<file path="src/pkg/eem_pkg.sv">
// Operation
// - Check every 8-byte array unit and detect 3-bit errors in it.
// - Repair 2-bit errors during the refresh write-back; never report them.
// - Checking is always on and covers every array read outside the special sector.
// - A 3-bit detection sets the uncorrectable flag in the status byte.
// - Capture register low 3 bytes hold the first failing unit address.
// - Later 3-bit errors leave the captured address untouched until cleared.
// - The 16-bit event counter adds one per 3-bit detection.
// - Counter clears on power-on, any reset, and clear command.
// - Status bit 4 shows a 3-bit detection since last clear; resets to 0.
// - Opcode 19h with unit address returns that unit's 3-bit detection status.
// - Special sector and status/configuration registers are never checked.
// - Status byte is read only through register-read opcode 65h.
// - Status byte bits other than bit 4 always read 0.
// - Opcode 1Bh clears flag, capture and counter without write enable.
// - Counter saturates at ffff.
// - Deep sleep loses counter and capture; both read zero after exit.
// - Unit query ignores the low three address bits; answers one byte.
package eem_pkg;
  localparam logic [7:0]  OP_UNIT_QUERY = 8'h19;
  localparam logic [7:0]  OP_CLEAR      = 8'h1b;
  localparam logic [7:0]  OP_REG_READ   = 8'h65;
  // Register-read addresses of the monitor registers
  localparam logic [23:0] RA_STATUS     = 24'h000010;
  localparam logic [23:0] RA_COUNTER    = 24'h000011;
  localparam logic [23:0] RA_CAPTURE    = 24'h000012;
  localparam int          UNCORR_BIT    = 4;
  localparam int          UNIT_LSB      = 3;
  localparam logic [15:0] CNT_MAX       = 16'hffff;
  localparam logic [4:0]  OPC_LAST      = 5'h07;
  localparam logic [4:0]  ADDR_LAST     = 5'h17;
  localparam logic [4:0]  DUMMY_LAST    = 5'h07;
  localparam int          UNIT_BYTES    = 8;
  typedef enum logic [2:0] {ST_OPC, ST_ADDR, ST_DUMMY, ST_DATA, ST_IGNORE} eem_state_e;
endpackage : eem_pkg

</file>
<file path="src/pkg/eem_chk_if.sv">
`timescale 1ns/100ps
// Carries one array unit to the checker and its verdict back
interface eem_chk_if;
  logic [63:0] data;
  logic [7:0]  check;
  logic        corr;
  logic        uncorr;
  modport mon (output data, output check, input corr, input uncorr);
  modport chk (input data, input check, output corr, output uncorr);
endinterface : eem_chk_if

</file>
<file path="src/verilog/eem_checker.sv">
`timescale 1ns/100ps
module eem_checker
  import eem_pkg::*;
(
  eem_chk_if.chk bus
);
  logic [7:0] syndrome;
  logic [3:0] weight;

  ////////////////////////////////////////////////////////////////////////
  // One check bit per byte lane over the 64-bit unit
  for (genvar i = 0; i < UNIT_BYTES; i++) begin : g_lane
    assign syndrome[i] = (^bus.data[8*i +: 8]) ^ bus.check[i];
  end

  // Mismatch weight sorts the unit into repairable or not
  always_comb begin
    weight = 4'h0;
    for (int i = 0; i < UNIT_BYTES; i++) begin
      weight = weight + {3'h0, syndrome[i]};
    end
  end

  assign bus.corr   = (weight != 4'h0) && (weight < 4'h3);
  assign bus.uncorr = (weight >= 4'h3);
endmodule : eem_checker

</file>
<file path="src/verilog/eem_monitor.sv">
`timescale 1ns/100ps
module eem_monitor
  import eem_pkg::*;
(
  input  wire logic        clk,
  input  wire logic        rst,
  input  wire logic        sck,
  input  wire logic        cs_n,
  input  wire logic        si,
  output logic             so_out,
  output logic             so_oe,
  input  wire logic        rd_valid,
  input  wire logic        rd_special,
  input  wire logic [23:0] rd_unit_addr,
  input  wire logic [63:0] rd_data,
  input  wire logic [7:0]  rd_check,
  input  wire logic        deep_sleep_state,
  output logic             query_req,
  output logic [23:0]      query_addr,
  output logic             wb_valid,
  output logic [23:0]      wb_addr,
  output logic [63:0]      wb_data
);
  eem_chk_if chk_bus ();

  eem_checker u_checker (
    .bus (chk_bus)
  );

  eem_state_e  state_reg;
  logic [4:0]  bit_cnt_reg;
  logic [23:0] in_sh_reg;
  logic [7:0]  op_reg;
  logic [23:0] addr_reg;
  logic [31:0] out_sh_reg;
  logic        so_reg;
  logic        sck_s1, sck_s2, sck_s3, cs_s1, cs_s2, si_s1, si_s2;
  logic        flag_reg, flag_next;
  logic        captured_reg, captured_next;
  logic [23:0] capture_reg, capture_next;
  logic [15:0] count_reg, count_next;
  logic        query_hit_reg;
  logic        query_req_reg;
  logic [23:0] query_addr_reg;
  logic        wb_valid_reg;
  logic [23:0] wb_addr_reg;
  logic [63:0] wb_data_reg;

  ////////////////////////////////////////////////////////////////////////
  // Pin synchronisers; the third sck stage only serves edge detection
  always_ff @(posedge clk) begin
    sck_s1 <= sck;
    sck_s2 <= sck_s1;
    sck_s3 <= sck_s2;
    cs_s1  <= cs_n;
    cs_s2  <= cs_s1;
    si_s1  <= si;
    si_s2  <= si_s1;
  end

  // Edge strobes and command decode
  wire        sck_rise   = sck_s2 & ~sck_s3 & ~cs_s2;
  wire        sck_fall   = ~sck_s2 & sck_s3 & ~cs_s2;
  wire [7:0]  opc_now    = {in_sh_reg[6:0], si_s2};
  wire [23:0] addr_now   = {in_sh_reg[22:0], si_s2};
  wire        opc_done   = sck_rise && (state_reg == ST_OPC) && (bit_cnt_reg == OPC_LAST);
  wire        addr_done  = sck_rise && (state_reg == ST_ADDR) && (bit_cnt_reg == ADDR_LAST);
  wire        dummy_done = sck_rise && (state_reg == ST_DUMMY) && (bit_cnt_reg == DUMMY_LAST);
  wire        clear_cmd  = opc_done && (opc_now == OP_CLEAR); // no write latch needed
  wire        op_known   = (opc_now == OP_UNIT_QUERY) || (opc_now == OP_REG_READ);

  ////////////////////////////////////////////////////////////////////////
  // Command sequencer; raising chip select always returns to opcode phase
  always_ff @(posedge clk) begin
    if (rst || cs_s2) begin
      state_reg   <= ST_OPC;
      bit_cnt_reg <= 5'h00;
    end else if (sck_rise) begin
      bit_cnt_reg <= bit_cnt_reg + 5'h01;
      unique case (state_reg)
        ST_OPC: begin
          if (bit_cnt_reg == OPC_LAST) begin
            state_reg   <= op_known ? ST_ADDR : ST_IGNORE;
            bit_cnt_reg <= 5'h00;
          end
        end
        ST_ADDR: begin
          if (bit_cnt_reg == ADDR_LAST) begin
            state_reg   <= ST_DUMMY;
            bit_cnt_reg <= 5'h00;
          end
        end
        ST_DUMMY: begin
          if (bit_cnt_reg == DUMMY_LAST) begin
            state_reg <= ST_DATA;
          end
        end
        ST_DATA:   bit_cnt_reg <= 5'h00;
        ST_IGNORE: bit_cnt_reg <= 5'h00;
      endcase
    end
  end

  // Serial input shifter, latched opcode and address
  always_ff @(posedge clk) begin
    if (rst) begin
      in_sh_reg <= 24'h000000;
      op_reg    <= 8'h00;
      addr_reg  <= 24'h000000;
    end else if (sck_rise) begin
      in_sh_reg <= addr_now;
      if (opc_done) op_reg <= opc_now;
      if (addr_done) addr_reg <= addr_now;
    end
  end

  ////////////////////////////////////////////////////////////////////////
  // Answer selection; the status byte is only reachable via opcode 65h
  wire [7:0]  status_byte = 8'h01 << UNCORR_BIT & {8{flag_reg}};
  wire [7:0]  unit_byte   = 8'h01 << UNCORR_BIT & {8{query_hit_reg}};
  wire [31:0] capture_wd  = {8'h00, capture_reg};
  wire [31:0] reg_word    = (addr_reg == RA_STATUS)  ? {status_byte, 24'h000000} :
                            (addr_reg == RA_COUNTER) ? {count_reg, 16'h0000} :
                            (addr_reg == RA_CAPTURE) ? capture_wd : 32'h00000000;
  wire [31:0] read_word   = (op_reg == OP_UNIT_QUERY) ? {unit_byte, 24'h000000} : reg_word;

  // Output shifter: loads after the dummy cycles, drives on falling sck
  always_ff @(posedge clk) begin
    if (rst || cs_s2) begin
      out_sh_reg <= 32'h00000000;
      so_reg     <= 1'b0;
    end else if (dummy_done) begin
      out_sh_reg <= read_word;
    end else if (sck_fall && state_reg == ST_DATA) begin
      so_reg     <= out_sh_reg[31];
      out_sh_reg <= {out_sh_reg[30:0], 1'b0};
    end
  end

  assign so_out = so_reg;
  assign so_oe  = (state_reg == ST_DATA) && !cs_s2;

  ////////////////////////////////////////////////////////////////////////
  // Unit query launch: low three address bits are dropped
  always_ff @(posedge clk) begin
    if (rst) begin
      query_req_reg  <= 1'b0;
      query_addr_reg <= 24'h000000;
    end else begin
      query_req_reg <= addr_done && (op_reg == OP_UNIT_QUERY);
      if (addr_done) query_addr_reg <= {addr_now[23:UNIT_LSB], 3'h0};
    end
  end

  assign query_req  = query_req_reg;
  assign query_addr = query_addr_reg;

  ////////////////////////////////////////////////////////////////////////
  // Checker feed; no enable exists, every normal array read is checked
  assign chk_bus.data  = rd_data;
  assign chk_bus.check = rd_check;

  wire normal_rd = rd_valid && !rd_special;
  wire unc_evt   = normal_rd && chk_bus.uncorr;
  wire cor_evt   = normal_rd && chk_bus.corr;
  wire wipe      = clear_cmd || deep_sleep_state;

  // Sticky state; a detection in the clearing cycle survives the clear
  always_comb begin
    flag_next     = wipe ? 1'b0 : flag_reg;
    captured_next = wipe ? 1'b0 : captured_reg;
    capture_next  = wipe ? 24'h000000 : capture_reg;
    count_next    = wipe ? 16'h0000 : count_reg;
    if (unc_evt) begin
      flag_next = 1'b1;
      if (!captured_next) begin
        captured_next = 1'b1;
        capture_next  = rd_unit_addr;
      end
      if (count_next != CNT_MAX) count_next = count_next + 16'h0001;
    end
  end

  always_ff @(posedge clk) begin
    if (rst) begin
      flag_reg     <= 1'b0;
      captured_reg <= 1'b0;
      capture_reg  <= 24'h000000;
      count_reg    <= 16'h0000;
    end else begin
      flag_reg     <= flag_next;
      captured_reg <= captured_next;
      capture_reg  <= capture_next;
      count_reg    <= count_next;
    end
  end

  // Query verdict and repair write-back; 2-bit cases raise no flag
  always_ff @(posedge clk) begin
    if (rst) begin
      query_hit_reg <= 1'b0;
      wb_valid_reg  <= 1'b0;
      wb_addr_reg   <= 24'h000000;
      wb_data_reg   <= 64'h0;
    end else begin
      if (normal_rd && rd_unit_addr == query_addr_reg) query_hit_reg <= chk_bus.uncorr;
      wb_valid_reg <= cor_evt;
      if (cor_evt) begin
        wb_addr_reg <= rd_unit_addr;
        wb_data_reg <= rd_data;
      end
    end
  end

  assign wb_valid = wb_valid_reg;
  assign wb_addr  = wb_addr_reg;
  assign wb_data  = wb_data_reg;

  ////////////////////////////////////////////////////////////////////////
  // Checks
  AST_FLAG_SET: assert property (@(posedge clk) disable iff (rst)
    unc_evt |=> flag_reg) else $error("flag not set by 3-bit error");
  AST_CAPTURE_FIRST: assert property (@(posedge clk) disable iff (rst)
    unc_evt && !captured_reg |=> capture_reg == $past(rd_unit_addr))
    else $error("first address not captured");
  AST_CAPTURE_HOLD: assert property (@(posedge clk) disable iff (rst)
    captured_reg && !wipe |=> $stable(capture_reg)) else $error("capture overwritten");
  AST_COUNT_INC: assert property (@(posedge clk) disable iff (rst)
    unc_evt && !wipe && count_reg != CNT_MAX |=> count_reg == $past(count_reg) + 16'h0001)
    else $error("counter did not step");
  AST_COUNT_SAT: assert property (@(posedge clk) disable iff (rst)
    count_reg == CNT_MAX && !wipe |=> count_reg == CNT_MAX) else $error("counter wrapped");
  AST_WIPE: assert property (@(posedge clk) disable iff (rst)
    wipe && !unc_evt |=> count_reg == 16'h0000 && !flag_reg && capture_reg == 24'h000000)
    else $error("clear incomplete");
  AST_SPECIAL_IGNORED: assert property (@(posedge clk) disable iff (rst)
    rd_valid && rd_special && !wipe |=> $stable(count_reg) && $stable(flag_reg))
    else $error("special read was checked");
  AST_REPAIR_QUIET: assert property (@(posedge clk) disable iff (rst)
    cor_evt && !flag_reg |=> wb_valid && !flag_reg) else $error("2-bit repair misbehaved");
  // Watches the loaded answer word, so a wrong mask in the read path is caught too
  AST_RESERVED_ZERO: assert property (@(posedge clk) disable iff (rst)
    dummy_done && op_reg == OP_REG_READ && addr_reg == RA_STATUS
    |=> (out_sh_reg[31:24] & ~(8'h01 << UNCORR_BIT)) == 8'h00) else $error("reserved bit set");
  // The array fetch is launched while the dummy clocks still run; sck rate is the host's
  AST_QUERY_ALIGN: assert property (@(posedge clk) disable iff (rst)
    query_req |-> query_addr[2:0] == 3'h0 && state_reg == ST_DUMMY)
    else $error("query misaligned");

  COV_UNCORR: cover property (@(posedge clk) disable iff (rst) unc_evt);
  COV_REPAIR: cover property (@(posedge clk) disable iff (rst) cor_evt);
  COV_CLEAR:  cover property (@(posedge clk) disable iff (rst) clear_cmd && flag_reg);
  COV_SAT:    cover property (@(posedge clk) disable iff (rst) count_reg == CNT_MAX);
endmodule : eem_monitor
</file>
<file path="config.mk">
export PLATFORM = sky130hd
export DESIGN_NAME = eem_monitor
export DESIGN_NICKNAME = d
export VERILOG_FILES = /design/src/pkg/eem_pkg.sv /design/src/pkg/eem_chk_if.sv /design/src/verilog/eem_checker.sv /design/src/verilog/eem_monitor.sv
export SDC_FILE = /design/constraint.sdc
export NUM_CORES = 1
export LEC_CHECK = 0
export BUFFER_PORTS_ARGS = -buffer_cell sky130_fd_sc_hd__buf_2
export CELL_PAD_IN_SITES_DETAIL_PLACEMENT = 0
export CELL_PAD_IN_SITES_GLOBAL_PLACEMENT = 1
export CORE_AREA = 2 2 158 160
export DETAILED_ROUTE_END_ITERATION = 10
export DIE_AREA = 0 0 160 162
export PLACE_DENSITY_LB_ADDON = 0.1
export SYNTH_ARGS = -nofsm -noshare
export SYNTH_HDL_FRONTEND = slang
export SYNTH_HIERARCHICAL = 1
export SYNTH_SLANG_ARGS = --single-unit
</file>
<file path="constraint.sdc">
create_clock -name clk -period 12.87 [get_ports clk]
set_input_delay 0.6435 -clock clk [delete_from_list [all_inputs] [get_ports clk]]
set_output_delay 0.6435 -clock clk [all_outputs]
set_load 0.01 [all_outputs]
</file>
==> results by group <==
Worst setup path
  • Worst-path fanout max: 9
  • Largest delay contributor family on the critical path: adder cells
  • Worst setup SP type: primary input
  • Reg-to-Reg Start: bit_cnt_reg[0]
  • Crit path launch: rd_data[10]
  • Setup CP Type: in2reg
  • Worst path depth: 19
  • CP endpoint kind: flip-flop
  • Worst r2r path cells: 6
  • Worst Setup EP: count_reg[14]
  • Reg-to-reg slack, setup: 9760 ps
  • Worst path required time: roughly 13000 ps
  • Cell mode on critical path: fa_1
  • Critical path arrival: around 5700 ps
  • Crit path buffers/inverters: 3
  • Worst path cell trace: buf_2 > xnor2_1 > xnor3_1 > xnor2_1 > fa_1 > inv_1 > fa_1 > inv_1 > fa_1 > ha_1 > fa_1 > and2_1 > a21oi_1 > a21o_1 > and3b_1 > nand3_1 > nor4b_1 > xnor2_1 > nor2_1
  • R2r endpoint: out_sh_reg[27]
  • Crit-path slowest cell: fa_1
  • Max incr delay on CP: 520 ps

Route
  • Initial DRC Count: 665
  • Drt pass-1 iters: 5
  • # DRC: 0
  • Vias: between 9000 and 10000
  • DR vias/cell: just over 5
  • DRT Wirelength: between 20 and 30 mm
  • Remaining antenna violation count: 0
  • WL per Instance: around 17 microns

Finish
  • Area Overhead vs Synth: 20.2%
  • Commonest cells after routing, fill and taps aside: nand2_1 (325), dfxtp_1 (257), buf_2 (215), a21oi_1 (199), o21ai_0 (62)
  • Utilization after layout: a little over half
  • Diodes inserted: 0
  • Fill count: 2444
  • Final net count: roughly 1500
  • Commonest non-fill, non-tap cell in the layout: nand2_1
  • Fraction of layout cells with a size suffix above 1: 19.7%
  • Max reg flops: 64

Yosys
  • Number of unique standard cell types used by synthesis: 64
  • Seq cells post-synth: ~260
  • Sequential area share after synthesis: 49.0%
  • Yosys warning count: 6
  • Post-synth EDFFs: 0
  • Ys async rst share: 0%
  • Avg Cell Area, Syn: 8.52 sq um
  • Cells after Synth: about 1200
  • Mapped Area: around 0.011 sq mm
  • Most used DFF post-synth: dfxtp_1

GRT
  • First-pass GRT wire length: between 40 and 50 mm
  • Initial antenna violation count: 0
  • Largest net degree at the start of global routing: 90
  • Overflow after GRT: 0
  • Total GRT Usage: between 20% and 30%
  • Vias in the first global route: between 8000 and 9000

Run status
  • Run status: completed

Place
  • PortBufs: about 220
  • Place WS: 7070 ps
  • Final HPWL DP: 20.4 mm
  • Routability Congestion: 0.834

Power
  • Combinational power share: 33.2%
  • Worst VDD drop: 0.250 mV
  • Sequential Power Share: between 30% and 40%
  • Clock share of power: 31.7%
  • Sw Share: a little over a third
  • Power Total: ~2500 uW
  • Power Density: 200 mW/mm^2
  • Pint: approximately 1600 uW
  • Net load switching power: about 920 uW
  • Leakage: approximately 0.0050 uW

Clocking
  • H-tree depth: 1
  • Worst skew pair latency: about 530 ps
  • Clock Sinks: approximately 260
  • Clock-pin slew on the worst setup and hold paths: ~60 ps
  • Hold buffer count at cts: 0
  • Post-CTS Repair Setup Buffers: 0
  • Post-CTS Resized: 0
  • Largest buffer count on any clock path: 3
  • Num CTS Buffers: 28
  • CTS root buffer: clkbuf_16
  • TritonCTS clock tree: yes

Timing
  • Final worst slack: 7610 ps
  • Pins Over Slew Limit: 0
  • Endpoints failing setup: 0
  • Final setup TNS: 0 ps
  • Crit share post-route: a little over 40%
  • Fin. Hold Viols: 0
  • Period minus WS final: 5260 ps
  • Slew margin rel.: around a quarter
  • FMAX: 190 MHz
  • Slew @ Worst Pin: 1130 ps
  • Clock skew: 9.85 ps
  • RSZ-0062 raised after global routing: no

Floorplan
  • Starting Density: a little over two fifths
  • Row count: between 50 and 60
  • Core Box Area: ~0.024 sq mm
  • Die Ht: about 160 microns
  • Total die area: roughly 0.026 sq mm
  • I/O pins: 220
  • Horiz. Die Dim: between 150 and 200 microns

Worst hold path
  • Worst hold stages: 1
  • HP Class: in2reg

Job
  • Max-cap violation count: 0
==> cell type report <==
class,instances,area [sq um],area share (%)
clock inverter,7,85.1,0.674
inverter,5,18.8,0.149
multi-input combinational,894,5020,39.8
timing repair buffer,220,1120,8.85
clock buffer,44,832,6.59
sequential,257,5140,40.7
tap,324,405,3.21
==> synth_stat cells (2+ instances only) <==
master	instances	area (sq um)
ha_1	4	50.1
clkbuf_1	58	218
dfxtp_1	257	5140
or3_1	2	12.5
nor2b_1	8	50.1
fa_1	4	80.1
buf_1	5	18.8
xnor2_1	48	420
nor3_1	12	60.1
a21o_1	2	15.0
mux2i_1	9	90.1
buf_4	7	52.6
nand2_1	326	1220
inv_1	5	18.8
nor4b_4	2	47.6
buf_2	9	45.0
nor4b_1	3	26.3
and4_1	4	35.0
and2_1	3	18.8
nand4bb_1	2	22.5
a21oi_1	199	996
a22o_1	32	280
a222oi_1	2	20.0
xor2_1	34	298
nor2_1	42	158
nand4_1	9	56.3
o21ai_0	62	310
o41ai_1	2	17.5
nand2b_1	5	31.3
xnor3_1	8	180
a31oi_1	5	31.3
nand3_1	18	90.1
and3_1	5	31.3
nor4_1	10	62.6
==> metal layers <==
layer	vias up	global-route usage, %	share of wire, %
met5	-	0	0
li1	4525	-	-
met3	48	3.27	5.0
met4	0	5.94	2.3
met2	246	34.5	45
met1	4238	31.5	47
==> stage by stage <==
step | cells | area [sq um] | hold slack (ps)
3_5_place_dp | 1700 | 11700 | 318
3_3_place_gp | 1700 | 11700 | 311
2_1_floorplan | 1235 | 10500 | 310
5_1_grt | 1751 | 12600 | 186
4_1_cts | 1751 | 12600 | 190
6_report | 1751 | 12600 | 206
==> worst min path at each step <==
stage | from | endpoint | slack (ps)
6_report | cs_n | cs_s1 | 210
5_1_grt | sck | sck_s1 | 190
4_1_cts | sck | sck_s1 | 190
3_5_place_dp | si_s1 | si_s2 | 320
3_3_place_gp | cs_s1 | cs_s2 | 310
2_1_floorplan | cs_s1 | cs_s2 | 310
==> cell families (layout without fill, tap and decap cells) <==
kind of cell	count (synthesis)	in the layout	share of synthesized area [%]
DFF	257	257	49.0
and+or+nand+nor	466	466	19.7
other	1	3	0.0357
xor gates and xnor gates	90	90	8.55
AOI/OAI and AO/OA	317	317	17.1
adders and majority gates	8	8	1.24
buffers and inverters	84	276	3.36
muxes	10	10	0.965
==> power by group through the flow <==
stage               logic, uW  clock network, uW  registers [uW]
finish                    840                802             886
global route              957                856             892
CTS                       854                818             886
detailed placement        850                  0             903
global placement          836                  0             903
floorplan                 640                  0             903
Power figures use the tool's default switching activity.
